[src/pkg/hler_pkg.sv]
// Purpose: shared constants and types for the host link error recovery block
// Assumes: 10 MHz ref_clk, asynchronous active-low reset
// Notes:   settings arrive as plain inputs, no software-reachable registers
package hler_pkg;

  localparam int unsigned CLK_HZ         = 10_000_000;
  localparam int unsigned SEC_S          = 1;
  localparam int unsigned SEC_CYCLES     = SEC_S * CLK_HZ;
  localparam int unsigned SEC_CNT_W      = 24;

  localparam logic [3:0]  TMO_MIN        = 4'h1;
  localparam logic [3:0]  TMO_MAX        = 4'hA;
  localparam logic [3:0]  TMO_DEFAULT    = 4'h1;
  localparam logic [7:0]  RETRY_DEFAULT  = 8'h05;
  localparam logic        AUTO_DEFAULT   = 1'b0;
  localparam logic [3:0]  CORNER_NONE    = 4'h0;
  localparam logic [7:0]  RETRY_SAT      = 8'hFF;
  localparam logic [2:0]  MENU_CORNERS   = 3'h2;

  typedef enum logic [2:0] {
    HLER_IDLE    = 3'b000,
    HLER_WAIT    = 3'b001,
    HLER_ERR     = 3'b010,
    HLER_RETRY   = 3'b011,
    HLER_HALT    = 3'b100
  } hler_state_t;

  typedef struct packed {
    logic        auto_recover;
    logic [3:0]  timeout_s;
    logic [7:0]  retry_limit;
  } hler_cfg_t;

  typedef struct packed {
    logic        req;
    logic        resp_ok;
    logic        comm_err;
  } hler_link_t;

endpackage : hler_pkg

[src/hw/hler_tick.sv]
// Purpose: one-second enable pulse divided down from ref_clk
// Assumes: SEC_PERIOD at least 2
// Notes:   restart realigns the second so a wait starts with a full second
module hler_tick
  import hler_pkg::*;
#(
  parameter int unsigned SEC_PERIOD = SEC_CYCLES
) (
  input  wire logic ref_clk,
  input  wire logic arst_n,
  input  wire logic restart,
  output logic      tick
);

  logic [SEC_CNT_W-1:0] cnt_q;
  localparam logic [SEC_CNT_W-1:0] LAST = SEC_CNT_W'(SEC_PERIOD - 1);

  always_ff @(posedge ref_clk or negedge arst_n) begin
    if (!arst_n) begin
      cnt_q <= '0;
    end else if (restart || cnt_q == LAST) begin
      cnt_q <= '0;
    end else begin
      cnt_q <= cnt_q + 1'b1;
    end
  end

  assign tick = (cnt_q == LAST) && !restart;

endmodule : hler_tick

[src/hw/hler_top.sv]
// Purpose: supervise the host link, time out, retry, recover or halt
// Assumes: requests, responses and errors are one-cycle pulses on ref_clk
// Notes:   corner presses come from pins and are synchronised here
// Functional notes
// - no host response within the time-out interval gives a time-out error
// - time-out is one to ten whole seconds, default one second
// - a communication error first retries up to the retry limit
// - retry limit ranges zero to 255, default five
// - auto recovery on and limit spent: stay running, retry without limit
// - auto recovery on never raises the error indication
// - auto recovery off and limit spent: leave run, show error, halt
// - operator acknowledge in halt restores screen and restarts attempts
// - auto recovery is one switch, off by default
// - time-out errors follow the same path as other link errors
// - two corners pressed together in error enter the system menu
module hler_top
  import hler_pkg::*;
#(
  parameter int unsigned SEC_PERIOD = SEC_CYCLES
) (
  input  wire logic       ref_clk,
  input  wire logic       arst_n,
  input  wire hler_cfg_t  cfg,
  input  wire logic       cfg_load,
  input  wire hler_link_t link,
  input  wire logic       op_ack,
  input  wire logic [3:0] corner_pin,
  output logic            retry_req,
  output logic            run_mode,
  output logic            err_show,
  output logic            init_show,
  output logic            restore_screen,
  output logic            sys_menu,
  output logic            tmo_err,
  output logic [7:0]      retry_cnt
);

  hler_state_t state_q;
  hler_state_t state_d;
  logic        auto_q;
  logic [3:0]  tmo_q;
  logic [7:0]  limit_q;
  logic [3:0]  secs_q;
  logic [7:0]  cnt_q;
  logic [3:0]  cor_s1_q;
  logic [3:0]  cor_s2_q;
  logic        tick;
  logic        restart;
  logic        timed_out;
  logic        fail;
  logic        retry_q;
  logic        restore_q;
  logic        menu_q;
  logic        tmo_ev_q;

  // out-of-range intervals clamp rather than wrap
  function automatic logic [3:0] clamp_tmo(input logic [3:0] v);
    if (v < TMO_MIN) begin
      return TMO_MIN;
    end else if (v > TMO_MAX) begin
      return TMO_MAX;
    end
    return v;
  endfunction : clamp_tmo

  function automatic logic two_or_more(input logic [3:0] v);
    logic [2:0] n;
    n = 3'(v[0]) + 3'(v[1]) + 3'(v[2]) + 3'(v[3]);
    return n >= MENU_CORNERS;
  endfunction : two_or_more

  // settings hold factory values until loaded
  always_ff @(posedge ref_clk or negedge arst_n) begin
    if (!arst_n) begin
      auto_q  <= AUTO_DEFAULT;
      tmo_q   <= TMO_DEFAULT;
      limit_q <= RETRY_DEFAULT;
    end else if (cfg_load) begin
      auto_q  <= cfg.auto_recover;
      tmo_q   <= clamp_tmo(cfg.timeout_s);
      limit_q <= cfg.retry_limit;
    end
  end

  assign restart = link.req || (state_q != HLER_WAIT);

  hler_tick #(
    .SEC_PERIOD (SEC_PERIOD)
  ) u_tick (
    .ref_clk (ref_clk),
    .arst_n  (arst_n),
    .restart (restart),
    .tick    (tick)
  );

  // whole seconds since the request went out
  always_ff @(posedge ref_clk or negedge arst_n) begin
    if (!arst_n) begin
      secs_q <= '0;
    end else if (restart) begin
      secs_q <= '0;
    end else if (tick) begin
      secs_q <= secs_q + 1'b1;
    end
  end

  assign timed_out = (state_q == HLER_WAIT) && tick &&
                     (secs_q + 1'b1 >= tmo_q);
  // a time-out joins the ordinary error path
  assign fail = timed_out || (state_q == HLER_WAIT && link.comm_err);

  always_comb begin
    state_d = state_q;
    unique case (state_q)
      HLER_IDLE: begin
        if (link.req) begin
          state_d = HLER_WAIT;
        end
      end
      HLER_WAIT: begin
        if (link.resp_ok) begin
          state_d = HLER_IDLE;
        end else if (fail) begin
          state_d = HLER_ERR;
        end
      end
      HLER_ERR: begin
        if (cnt_q < limit_q || auto_q) begin
          state_d = HLER_RETRY;
        end else begin
          state_d = HLER_HALT;
        end
      end
      HLER_RETRY: begin
        state_d = HLER_WAIT;
      end
      HLER_HALT: begin
        if (op_ack) begin
          state_d = HLER_RETRY;
        end
      end
      default: state_d = HLER_IDLE;
    endcase
  end

  always_ff @(posedge ref_clk or negedge arst_n) begin
    if (!arst_n) begin
      state_q <= HLER_IDLE;
    end else begin
      state_q <= state_d;
    end
  end

  // saturates so endless auto retrying never wraps
  always_ff @(posedge ref_clk or negedge arst_n) begin
    if (!arst_n) begin
      cnt_q <= '0;
    end else if (state_q == HLER_WAIT && link.resp_ok) begin
      cnt_q <= '0;
    end else if (state_q == HLER_HALT && op_ack) begin
      cnt_q <= '0;
    end else if (state_q == HLER_ERR && state_d == HLER_RETRY &&
                 cnt_q != RETRY_SAT) begin
      cnt_q <= cnt_q + 1'b1;
    end
  end

  always_ff @(posedge ref_clk or negedge arst_n) begin
    if (!arst_n) begin
      retry_q   <= 1'b0;
      restore_q <= 1'b0;
      tmo_ev_q  <= 1'b0;
    end else begin
      retry_q   <= (state_d == HLER_RETRY);
      restore_q <= (state_q == HLER_HALT) && op_ack;
      tmo_ev_q  <= timed_out && !link.resp_ok;
    end
  end

  // corner pads are asynchronous to ref_clk
  always_ff @(posedge ref_clk or negedge arst_n) begin
    if (!arst_n) begin
      cor_s1_q <= CORNER_NONE;
      cor_s2_q <= CORNER_NONE;
    end else begin
      cor_s1_q <= corner_pin;
      cor_s2_q <= cor_s1_q;
    end
  end

  always_ff @(posedge ref_clk or negedge arst_n) begin
    if (!arst_n) begin
      menu_q <= 1'b0;
    end else begin
      menu_q <= (state_q == HLER_HALT) && two_or_more(cor_s2_q);
    end
  end

  assign retry_req      = retry_q;
  assign restore_screen = restore_q;
  assign tmo_err        = tmo_ev_q;
  assign sys_menu       = menu_q;
  assign retry_cnt      = cnt_q;
  assign err_show       = (state_q == HLER_HALT);
  assign run_mode       = (state_q != HLER_HALT);
  assign init_show      = auto_q && (cnt_q > limit_q);

  // raw cycles since the timer last restarted, counted apart from the
  // seconds divider so the time-out check does not lean on it
  localparam int unsigned EL_W = 28;
  logic [EL_W-1:0] el_q;

  always_ff @(posedge ref_clk or negedge arst_n) begin
    if (!arst_n) begin
      el_q <= '0;
    end else if (restart) begin
      el_q <= '0;
    end else begin
      el_q <= el_q + 1'b1;
    end
  end

  a_halt_needs_manual: assert property (
    @(posedge ref_clk) disable iff (!arst_n)
    state_q == HLER_HALT |-> !auto_q)
    else $error("halt entered with auto recovery on");
  a_err_to_halt: assert property (
    @(posedge ref_clk) disable iff (!arst_n)
    state_q == HLER_ERR && !auto_q && cnt_q >= limit_q |=> err_show)
    else $error("spent retries did not halt");
  a_err_retries: assert property (
    @(posedge ref_clk) disable iff (!arst_n)
    state_q == HLER_ERR && cnt_q < limit_q |=>
    retry_req ##1 state_q == HLER_WAIT)
    else $error("retry not issued");
  a_auto_keeps_run: assert property (
    @(posedge ref_clk) disable iff (!arst_n)
    auto_q && state_q == HLER_ERR |=> run_mode && state_q == HLER_RETRY)
    else $error("auto recovery left run");
  a_tmo_same_path: assert property (
    @(posedge ref_clk) disable iff (!arst_n)
    timed_out && !link.resp_ok |=> state_q == HLER_ERR && tmo_err)
    else $error("time-out not handled as error");
  a_no_early_tmo: assert property (
    @(posedge ref_clk) disable iff (!arst_n)
    timed_out |->
    el_q + EL_W'(1) >= EL_W'(tmo_q) * EL_W'(SEC_PERIOD))
    else $error("time-out before interval");
  a_ack_restores: assert property (
    @(posedge ref_clk) disable iff (!arst_n)
    state_q == HLER_HALT && op_ack |=>
    restore_screen && retry_req && retry_cnt == 8'h00)
    else $error("acknowledge did not restart");
  a_ok_clears_cnt: assert property (
    @(posedge ref_clk) disable iff (!arst_n)
    state_q == HLER_WAIT && link.resp_ok |=> retry_cnt == 8'h00)
    else $error("good response left retry count");
  a_menu_in_error: assert property (
    @(posedge ref_clk) disable iff (!arst_n)
    sys_menu |-> $past(state_q) == HLER_HALT)
    else $error("menu outside error state");
  a_tmo_cfg_range: assert property (
    @(posedge ref_clk) disable iff (!arst_n)
    tmo_q >= TMO_MIN && tmo_q <= TMO_MAX)
    else $error("time-out setting out of range");

  c_halt: cover property (@(posedge ref_clk) disable iff (!arst_n)
    state_q == HLER_HALT ##[1:20] op_ack);
  c_auto_endless: cover property (@(posedge ref_clk) disable iff (!arst_n)
    init_show && retry_req);
  c_timeout: cover property (@(posedge ref_clk) disable iff (!arst_n)
    tmo_err);
  c_menu: cover property (@(posedge ref_clk) disable iff (!arst_n)
    sys_menu);

endmodule : hler_top

[config.mk]
export PLATFORM = sky130hd
export DESIGN_NAME = hler_top
export DESIGN_NICKNAME = d
export VERILOG_FILES = /design/src/pkg/hler_pkg.sv /design/src/hw/hler_tick.sv /design/src/hw/hler_top.sv
export SDC_FILE = /design/constraint.sdc
export NUM_CORES = 1
export LEC_CHECK = 0
export BUFFER_PORTS_ARGS = -buffer_cell sky130_fd_sc_hd__buf_2
export CAP_MARGIN = 20
export CORE_MARGIN = 5
export CORE_UTILIZATION = 30
export CTS_CLUSTER_SIZE = 16
export DETAILED_ROUTE_END_ITERATION = 7
export HOLD_SLACK_MARGIN = 0.03
export PLACE_DENSITY = 0.43
export SLEW_MARGIN = 10
export SYNTH_ARGS = -nofsm -noshare
export SYNTH_HDL_FRONTEND = slang
export SYNTH_HIERARCHICAL = 1
export SYNTH_SLANG_ARGS = --single-unit
[constraint.sdc]
create_clock -name ref_clk -period 3.4 [get_ports ref_clk]
set_clock_uncertainty 0.15 [all_clocks]
set_input_delay 0.17 -clock ref_clk [delete_from_list [all_inputs] [get_ports ref_clk]]
set_output_delay 0.17 -clock ref_clk [all_outputs]
set_load 0.03 [all_outputs]
==> run metrics, run 1 <==
status complete, no violations; worst min path class input port to register; VDD IR-drop max 0.000166 V; cts bufs inserted 9; pin count of the biggest net entering global routing 36; unrepaired setup endpoints after global routing false; Die ar. 13300 um2; Detailed Routing Iterations Pass 1 4; layout cell share with drive strength beyond 1 19.0%; fmax 395 MHz; CTS tree yes; critical path type register to register; Ports 39; DRT iter0 DRCs 119; Detailed Place HPWL 5010 um; DRC violation count after routing 0; Final Cycle Share 74.5%; Die X-Extent 115 um; Cell Int Power 1250 uW; Post-synth EDFFs 0; Fillers 1092; area of the mapped netlist 3330 um2; Gate Count Post-Synth 334; crit-path cells and2_1, or4b_2, nor4_1, buf_4, o21a_1, nor3_1, or3_1; Synth Warn # 6; post-route cell area 4030 um2; CTS H-tree depth 3; CP peak stage delay 0.66 ns; Slew headroom 40.8%; final wirelength 7020 um; Clock transition at path regs 0.07 ns; Setup TNS Final 0 ns; sequential-to-total area share from yosys stat 48.2%; # diodes 0; syn_nets 374; setup slack at placement 0.894 ns; Die H 115 um; Clk pwr share 31.0%; Final WS setup 0.868 ns; Reg area 1610 um2; Flop pwr share 48.5%; critical path's top delay family simple AND/OR/NAND/NOR gates; worst path arrival time 2.59 ns; Port Buf Inserts 38; critical path endpoint category register; Min Hold Slack 0.0832 ns; Initial Util 30.7%; TritonCTS sink count 64; biggest fanout along the worst timing path 5; multi-input logic area 1600 um2; Seq cells post-synth 64; Layout Nets 435; grt total ovfl 0; CTS max path bufs 2; Worst Path Buf+Inv 1; max cap viols 0; Slew @ Worst Pin 0.880 ns; # rows 38; startpoint types register; Core ar. 10800 um2; GPL Wtd Cong 0.811; gr usage total 11.5%; CTS Root Buffer Type clkbuf_8; first-pass GRT wire length 12200 um; Worst-Skew Late Latency 0.33 ns; Top FF cell, synth dfrtp_1; NetSw 565 uW; Setup violations, final 0; pwr dens 451 nW/um2; Vias 2541; slowest cell on the critical path or4b_2; Async SR Flop Fraction 100%; fin. max-slew vios 0; CP required 3.46 ns; Area growth syn-to-layout 21.1%; sw frac 31.1%; Post-DRT Antenna Nets 0; antenna violations before repair 0; Avg WL per Cell 13.0 um; placed inst area 3660 um2; final count of hold timing violations 0; Comb pwr share 20.5%; Static Leakage 0.00178 uW; Distinct cells, synth 56; number of global-route vias before repair 2531; syn_area_per_cell 9.97 um2; post-DR vias/cell 4.71; fin crit period 2.53 ns
synthesized netlist by cell type (4+ instances only):
cell / number / area share, %
dfrtp_1: 61 / 46
clkbuf_1: 6 / 0.68
ha_1: 15 / 5.6
nor3_1: 5 / 0.75
nor2b_1: 6 / 1.1
nand3_1: 16 / 2.4
xor2_1: 9 / 2.4
nand2b_1: 4 / 0.75
nand2_1: 23 / 2.6
o21ai_0: 20 / 3.0
nor2_1: 35 / 3.9
mux2_1: 4 / 1.4
or3_1: 8 / 1.5
a21oi_1: 19 / 2.9
nand4_1: 11 / 2.1
inv_1: 20 / 2.3
xnor2_1: 8 / 2.1
nor4_1: 5 / 0.94
power groups by stage:
stage                     clock [uW]  combinational [uW]  sequential, uW
after floorplan                    0                 225             914
after global placement             0                 361             895
after detailed placement           0                 362             895
after CTS                        600                 381             882
after global routing             630                 422             894
final                            564                 373             880
cells by family (layout without fill, tap and decap cells):
kind of cell,Yosys count,after routing,synth area share [%]
fa+ha+maj,17,17,6.54
xor+xnor,17,17,4.47
compound gates,54,54,10.1
mux,10,10,3.38
flops,64,64,48.2
buf+inv,31,97,3.87
simple gates,141,141,23.4
worst paths after layout:
kind,start,to,slack [ns],cells after the start
hold / removal,cfg[8],tmo_q[0],0.08,3
setup / recovery,u_tick/cnt_q[19],state_q[0],0.87,7
setup reg to reg,u_tick/cnt_q[19],state_q[0],0.87,7
hold reg to reg,cor_s1_q[0],cor_s2_q[0],0.20,0
max in group asynchronous,arst_n,u_tick/cnt_q[7],1.91,3
min in group asynchronous,arst_n,limit_q[6],0.26,2
through the flow:
step | std cells | util (%) | power (uW)
finish | 540 | 37.2 | 1820
global route | 540 | 37.2 | 1950
CTS | 540 | 37.2 | 1860
detailed placement | 504 | 33.8 | 1260
global placement | 504 | 33.8 | 1260
floorplan | 334 | - | 1140
state kept, by name (all words and copies together) (netlist names):
name and cells:
retry_cnt 8, restore_screen 1, limit_q 8, cor_s1_q 4, cor_s2_q 4, secs_q 4
state_q 3, auto_q 1, tmo_q 4, sys_menu 1, retry_req 1, u_tick/cnt_q 24
tmo_err 1
placed cells by master, fill, tap and decap left out, drive strengths merged, types with 2 or more instances in the layout:
| cell type | instances |
|---|---|
| a211oi | 2 |
| a21oi | 19 |
| a31o | 3 |
| and2 | 2 |
| and3 | 4 |
| and4 | 2 |
| buf | 41 |
| clkbuf | 13 |
| clkinvlp | 2 |
| dfrtp | 61 |
| dfstp | 3 |
| dlygate4sd3 | 20 |
| ha | 15 |
| inv | 20 |
| mux2 | 7 |
| mux2i | 3 |
| nand2 | 25 |
| nand2b | 4 |
| nand3 | 17 |
| nand3b | 2 |
| nand4 | 13 |
| nand4b | 2 |
| nor2 | 36 |
| nor2b | 7 |
| nor3 | 5 |
| nor3b | 2 |
| nor4 | 5 |
| o21a | 2 |
| o21ai | 20 |
| o31ai | 3 |
| or3 | 8 |
| or4 | 3 |
| xnor2 | 8 |
| xor2 | 9 |
worst min-delay path: stages:
cell and delay (ns):
buf_2 0.08, maj3_1 0.14, mux2_2 0.14
layer usage:
metal	part of all wire, %	GRT usage (%)	routed length [um]
met5	0	0	0
met4	1.0	3.05	72
met3	5.1	3.68	356
met2	45	18.6	3180
met1	49	14.8	3410
final cells by class:
class                   instances  share of cell area (%)
clock buffers                  13                    3.69
clock inverters                 3                   0.496
inverters                      20                    1.86
multi-input cells             239                    39.6
flip-flops and latches         64                    39.8
well taps                     140                    4.34
repair buffers                 61                    10.2
timing repair:
item	4_1_cts	5_1_grt
hold buffers	20	0
endpoints found under the hold margin	45	0
setup buffers	0	0
setup endpoints to repair	0	0
resized for setup	0	0
No activity file was read; power rests on OpenSTA's default activity.
==> run 2: changes to the inputs <==
--- a/config.mk
+++ b/config.mk
@@ -12,7 +12,7 @@
 export CTS_CLUSTER_SIZE = 16
 export DETAILED_ROUTE_END_ITERATION = 7
 export HOLD_SLACK_MARGIN = 0.03
-export PLACE_DENSITY = 0.43
+export PLACE_DENSITY = 0.44
 export SLEW_MARGIN = 10
 export SYNTH_ARGS = -nofsm -noshare
 export SYNTH_HDL_FRONTEND = slang
==> constraint.sdc (replaced) <==
create_clock -name ref_clk -period 2.3 [get_ports ref_clk]
set_clock_uncertainty 0.15 [all_clocks]
set_input_delay 0.115 -clock ref_clk [delete_from_list [all_inputs] [get_ports ref_clk]]
set_output_delay 0.115 -clock ref_clk [all_outputs]
set_load 0.03 [all_outputs]
==> run 2 against run 1 <==
Register-to-register slack got worse by 0.81 ns. Sequential share of layout area fell by 3.3 points. Critical path type unchanged. Largest power group unchanged. Sequential power rose by 45%.
==> run metrics, run 2 (synthesized netlist as in run 1, its figures left out) <==
critical path type register to register; grt met3 use 3.16% (-0.53 points); met1 Use GR 15.9% (+1.1 points); Layout Nets 467 (+7.4%); Hold Crit Depth 4 (+1); VDD IR-drop max 0.000284 V (+71%); most frequent CP cell nor2b_4; grt total ovfl 0 (unchanged); CTS max path bufs 2 (unchanged); Die X-Extent 115 um (unchanged); dpl cells 534 (+6.0%); final count of hold timing violations 0 (unchanged); Die H 115 um (unchanged); Area growth syn-to-layout 32.2%; Initial Util 30.7% (unchanged); grt met2 use 20.3% (+1.7 points); DRC violation count after routing 0 (unchanged); # diodes 0 (unchanged); worst path arrival time 2.32 ns (-0.27 ns); gr usage total 12.5% (+1.0 points); Final WS setup 0.0543 ns (-0.813 ns); status complete, no violations; Worst Path Buf+Inv 1 (unchanged); GPL Wtd Cong 0.793 (-2.3%); Avg WL per Cell 13.6 um (+4.8%); fin. max-slew vios 0 (unchanged); Slew headroom 56.5% (+16 points); placed inst area 3910 um2 (+6.7%); fmax 445 MHz (+13%); biggest fanout along the worst timing path 8 (+3); Post-DRT Antenna Nets 0 (unchanged); unrepaired setup endpoints after global routing true; CP peak stage delay 0.42 ns (-0.24 ns); Die ar. 13300 um2 (unchanged); Cell Int Power 2110 uW (+69%); worst reg2reg path endpoint retry_cnt[5]; Clock transition at path regs 0.07 ns (about the same); max cap viols 0 (unchanged); gr busiest metal met2; Fillers 1066 (-2.4%); Final Power 3030 uW (+67%); Ports 39 (unchanged); cts bufs inserted 9 (unchanged); final wirelength 7790 um (+11%); Slew @ Worst Pin 0.652 ns (-0.228 ns); first-pass GRT wire length 13100 um (+7.3%); Setup violations, final 0 (unchanged); Vias 2690 (+5.9%); Reg2Reg Setup Slack 0.05 ns (-0.81 ns); CTS Root Buffer Type clkbuf_8; setup slack at placement 0.0872 ns (-0.806 ns); sw frac 30.4% (-0.72 points); NetSw 921 uW (+63%); CP required 2.38 ns (-1.08 ns); pwr dens 689 nW/um2 (+53%); CTS H-tree depth 3 (unchanged); Detailed Place HPWL 5580 um (+11%); hold path endpoint state_q[0]; slowest cell on the critical path dfrtp_1; antenna violations before repair 0 (unchanged); Comb pwr share 24.5% (+4.0 points); Core ar. 10800 um2 (unchanged); crit-path cells ha_4, nor2b_4, o211ai_1, buf_4, a2111oi_4, nor2b_4, nand4_2, mux2_4; Port Buf Inserts 38 (unchanged); Detailed Routing Iterations Pass 1 4 (unchanged); layout cell share with drive strength beyond 1 28.0% (+9.0 points); fin crit period 2.25 ns (-0.287 ns); worst r2r src retry_cnt[1]; critical path endpoint category register; DRT iter0 DRCs 116 (-2.5%); post-route cell area 4400 um2 (+9.2%); Clk pwr share 33.3% (+2.3 points); startpoint types register; commonest non-fill, non-tap cells in the layout dfrtp_1 (61), buf_2 (38), nor2_1 (35), buf_4 (33), nand2_1 (23); FF-to-FF path depth 8 (+1); number of global-route vias before repair 2676 (+5.7%); # rows 38 (unchanged); Flop pwr share 42.2% (-6.3 points); pin count of the biggest net entering global routing 29 (-19%); TritonCTS sink count 64 (unchanged); Largest register FFs 24 (unchanged); Static Leakage 0.00200 uW (+12%); worst min path class input port to register; min-delay src link[2]; commonest non-fill, non-tap cell in the layout dfrtp_1; Min Hold Slack 0.0504 ns (-0.0328 ns); Layout Cells excl Fill 572 (+5.9%); Final Cycle Share 97.6% (+23 points); critical path's top delay family compound AO/OA/AOI/OAI gates; Worst-Skew Late Latency 0.33 ns (about the same); CTS tree yes; post-DR vias/cell 4.70 (about the same); Most flops, register u_tick/cnt_q
[run 2: final cells by class]
class	instances	area [um2]	share of cell area [%]
sequential	64	1610	36.5
multi-input combinational	239	1680	38.1
timing repair buffer	93	658	15.0
clock buffer	12	155	3.52
tap	140	175	3.98
inverter	20	75.1	1.71
clock inverter	4	53.8	1.22
[run 2: layer usage]
| metal | up-vias | share of wire [%] |
|---|---|---|
| met5 | - | 0 |
| met4 | 0 | 2.3 |
| met3 | 15 | 4.6 |
| met2 | 59 | 46 |
| met1 | 1258 | 47 |
| li1 | 1358 | - |
[run 2: power by group through the flow]
stage / Clock [uW] / Sequential, uW / Combinational, uW
CTS: 1060 / 1270 / 693
global route: 1100 / 1290 / 842
floorplan: 0 / 1350 / 347
finish: 1010 / 1280 / 744
global placement: 0 / 1300 / 658
detailed placement: 0 / 1290 / 661
[run 2: worst max-delay path by stage]
stage | slack, ns | start | depth (start not counted) | end
after floorplan | -0.03 | state_q[2] | 8 | state_q[0]
after global placement | 0.1 | limit_q[2] | 8 | retry_cnt[5]
after detailed placement | 0.09 | limit_q[2] | 8 | retry_cnt[0]
after CTS | 0.02 | retry_cnt[1] | 7 | init_show
after global routing | -0.04 | limit_q[1] | 8 | init_show
final | 0.05 | retry_cnt[1] | 8 | retry_cnt[5]
[run 2: stage by stage]
stage	TNS, ns	utilization, %
final	0	40.6
after global routing	-0.142	40.6
after CTS	0	40.0
after detailed placement	0	36.0
after global placement	0	36.0
after floorplan	-0.0331	-
[run 2: repair_timing]
item,CTS,global route
buffers inserted,0,1
gates resized for setup,0,13
endpoints found under the setup margin,0,8
hold buffers,22,0
endpoints found under the hold margin,44,0
[run 2: worst reg2reg max path, stage by stage, from the launching register on]
cell	delay, ns
dfrtp_1	0.42
ha_4	0.28
nor2b_4	0.12
o211ai_1	0.13
buf_4	0.17
a2111oi_4	0.33
nor2b_4	0.13
nand4_2	0.12
mux2_4	0.29
==> run 3: changes to the inputs <==
--- a/config.mk
+++ b/config.mk
@@ -5,14 +5,15 @@
 export SDC_FILE = /design/constraint.sdc
 export NUM_CORES = 1
 export LEC_CHECK = 0
+export ABC_AREA = 1
 export BUFFER_PORTS_ARGS = -buffer_cell sky130_fd_sc_hd__buf_2
 export CAP_MARGIN = 20
 export CORE_MARGIN = 5
-export CORE_UTILIZATION = 30
+export CORE_UTILIZATION = 49
 export CTS_CLUSTER_SIZE = 16
 export DETAILED_ROUTE_END_ITERATION = 7
 export HOLD_SLACK_MARGIN = 0.03
-export PLACE_DENSITY = 0.44
+export PLACE_DENSITY = 0.67
 export SLEW_MARGIN = 10
 export SYNTH_ARGS = -nofsm -noshare
 export SYNTH_HDL_FRONTEND = slang
==> run 3 against run 2 <==
Non-clock buffer count is 9 lower. Synthesized cell count is 35% higher. Wire length is 8.1% higher. Sequential share of layout area is 1.4 points lower. Utilization is 23 points higher. Synthesized area is 9.5% higher. Clock power is 5% lower. Hold slack better by 0.038 ns. Global-route usage is 7.9 points higher. First-iteration DRC count is 29% lower. Flip-flop and latch count stayed put. Critical path type is now input port to register. Largest cell class unchanged.
==> run metrics, run 3 <==
largest area contributor in the netlist dfrtp_1; first-pass GRT wire length 14600 um (+12%); main area contributors after synthesis dfrtp_1 (42%), nand2_1 (11%), nor2_1 (6.4%); Die H 96.3 um (-17%); hold path endpoint limit_q[5]; Top FF cell, synth dfrtp_1; Avg WL per Cell 13.0 um (-4.2%); layout cell share with drive strength beyond 1 21.0% (-7.0 points); CTS Root Buffer Type clkbuf_8; DRT iter0 DRCs 82 (-29%); pin count of the biggest net entering global routing 31 (+6.9%); syn_area_per_cell 8.09 um2 (-19%); post-route cell area 4590 um2 (+4.3%); Port Buf Inserts 38 (unchanged); Initial Util 50.3% (+20 points); met2 WL post-DR 4310 um (+19%); status complete, no violations; GPL Wtd Cong 0.889 (+12%); cts bufs inserted 9 (unchanged); syn_nets 491 (+31%); commonest non-fill, non-tap cells in the layout nand2_1 (106), nor2_1 (61), dfrtp_1 (59), inv_1 (57), dlygate4sd3_1 (38); grt total ovfl 0 (unchanged); DRC violation count after routing 0 (unchanged); TritonCTS sink count 64 (unchanged); Largest register FFs 24 (unchanged); top cell type's share of synthesized area 41.9% (-4.0 points); Static Leakage 0.00223 uW (+12%); min-delay src cfg_load; worst min path class input port to register; Commonest cells post-synth nand2_1 (107), nor2_1 (62), dfrtp_1 (61); area of the mapped netlist 3650 um2 (+9.5%); post-DR vias/cell 4.88 (+3.8%); Slew @ Worst Pin 0.655 ns (+0.00265 ns); worst path arrival time 2.35 ns (+0.03 ns); number of global-route vias before repair 3170 (+18%); max cap viols 0 (unchanged); Gate Count Post-Synth 451 (+35%); Async SR Flop Fraction 100% (unchanged); crit-path cells dlygate4sd3_1, buf_2, nor2_1, nand2_1, dlygate4sd3_1, o21ai_0, dlygate4sd3_1; Post-DRT Antenna Nets 0 (unchanged); uppermost layer routed met4; Post-synth EDFFs 0 (unchanged); Finished Core Util 63.3% (+23 points); Detailed Place HPWL 5650 um (+1.2%); Layout Nets 582 (+25%); Ports 39 (unchanged); critical path type input port to register; CTS tree yes; most frequent CP cell dlygate4sd3_1; Synth Warn # 6 (unchanged); sequential-to-total area share from yosys stat 44.0% (-4.2 points); critical path endpoint category register; CTS max path bufs 2 (unchanged); VDD IR-drop max 0.000455 V (+60%); Slew headroom 56.4% (-0.18 points); pwr dens 719 nW/um2 (+4.3%); # rows 31 (-18%); CP required 2.42 ns (+0.04 ns); Final Power 3300 uW (+8.8%); WL met3 347 um (-3.9%); Reg2Reg Setup Slack 0.24 ns (+0.19 ns); Die ar. 9270 um2 (-30%); FF-to-FF path depth 14 (+6); Clock transition at path regs 0.07 ns (about the same); Min Hold Slack 0.0881 ns (+0.0378 ns); slowest cell on the critical path dlygate4sd3_1; wire length on met1 3550 um (-2.3%); final wirelength 8430 um (+8.1%); Detailed Routing Iterations Pass 1 5 (+1); commonest non-fill, non-tap cell in the layout nand2_1; Setup violations, final 0 (unchanged); Distinct cells, synth 39 (-30%); CP peak stage delay 0.61 ns (+0.19 ns); placed inst area 3980 um2 (+2.0%); Die X-Extent 96.3 um (-17%); crit path launch cfg[11]; Worst-Skew Late Latency 0.33 ns (about the same); startpoint types input port; Seq cells post-synth 64 (unchanged); Final Cycle Share 97.2% (-0.40 points); Core ar. 7250 um2 (-33%); worst r2r src limit_q[2]; worst reg2reg path endpoint retry_cnt[4]; Area growth syn-to-layout 25.9%; Vias 3152 (+17%); Hold Crit Depth 2 (-2); Most flops, register u_tick/cnt_q; final count of hold timing violations 0 (unchanged); fmax 447 MHz (+0.41%); fin crit period 2.24 ns (-0.00917 ns); fin. max-slew vios 0 (unchanged); # diodes 0 (unchanged); top-count cell post-synth nand2_1; antenna violations before repair 0 (unchanged); gr usage total 20.4% (+7.9 points); biggest fanout along the worst timing path 4 (-4); Setup TNS Final 0 ns (unchanged); CTS H-tree depth 3 (unchanged)
run 3: cell count changes after synthesis, moves of 10 or more:
cell     before  now
nand3_1      16   32
nor2_2        1   11
nor2_1       35   62
nand2_1      23  107
nand4_1      11    1
inv_1        20   57
run 3: area by class of cell:
class / instances / area, um2
flip-flops and latches: 64 / 1610
repair buffers: 84 / 637
multi-input cells: 317 / 1770
clock buffers: 11 / 141
fillers: 641 / 2660
clock inverters: 5 / 56.3
inverters: 66 / 253
well taps: 99 / 124
run 3: metal layers:
layer	GRT usage, %	up-vias
met1	24.1	1465
met4	6.75	0
met5	0	-
met3	4.46	20
li1	-	1600
met2	36.5	67
run 3: worst max-delay path, delay by kind of cell:
family                 cells  cell delay, ns
AO/OA/AOI/OAI              1            0.12
buffers and inverters      4            1.86
AND/OR/NAND/NOR            2            0.26
run 3: worst max-delay path by stage:
stage          slack [ns]  cells past startpoint            to
3_3_place_gp         0.41                      8     init_show
5_1_grt             -0.01                     11     init_show
3_5_place_dp         0.37                     10  retry_cnt[0]
6_report             0.06                      7      tmo_q[2]
4_1_cts              0.02                     11     init_show
2_1_floorplan        0.23                      7     init_show
run 3: report_power, final:
| group | switching [uW] | leakage (uW) | internal, uW |
|---|---|---|---|
| registers | 105 | 0.000839 | 1230 |
| clock network | 435 | 0.0000993 | 529 |
| logic | 643 | 0.00130 | 354 |
| total | 1180 | 0.00223 | 2120 |
run 3: logic make-up (layout without fill, tap and decap cells):
logic type	Yosys count	count (layout)	synth area share (%)
adder cells (fa/ha/maj)	16	16	5.69
XOR/XNOR	14	14	3.36
flip-flops	64	64	44.0
AND/OR/NAND/NOR	247	247	32.8
buffers and inverters	70	166	7.75
AO/OA/AOI/OAI	40	40	6.42
run 3: per-stage QoR:
| stage | setup slack, ns | cells |
|---|---|---|
| after floorplan | 0.226 | 451 |
| after global placement | 0.411 | 591 |
| after detailed placement | 0.365 | 591 |
| after CTS | 0.0157 | 645 |
| after global routing | -0.0116 | 646 |
| final | 0.0635 | 646 |
run 3: repair_timing:
action                     4_1_cts  5_1_grt
setup endpoints to repair        0        1
setup buffers                    0        1
resized for setup                0        8
hold endpoints to repair        53        0
hold buffers                    38        0
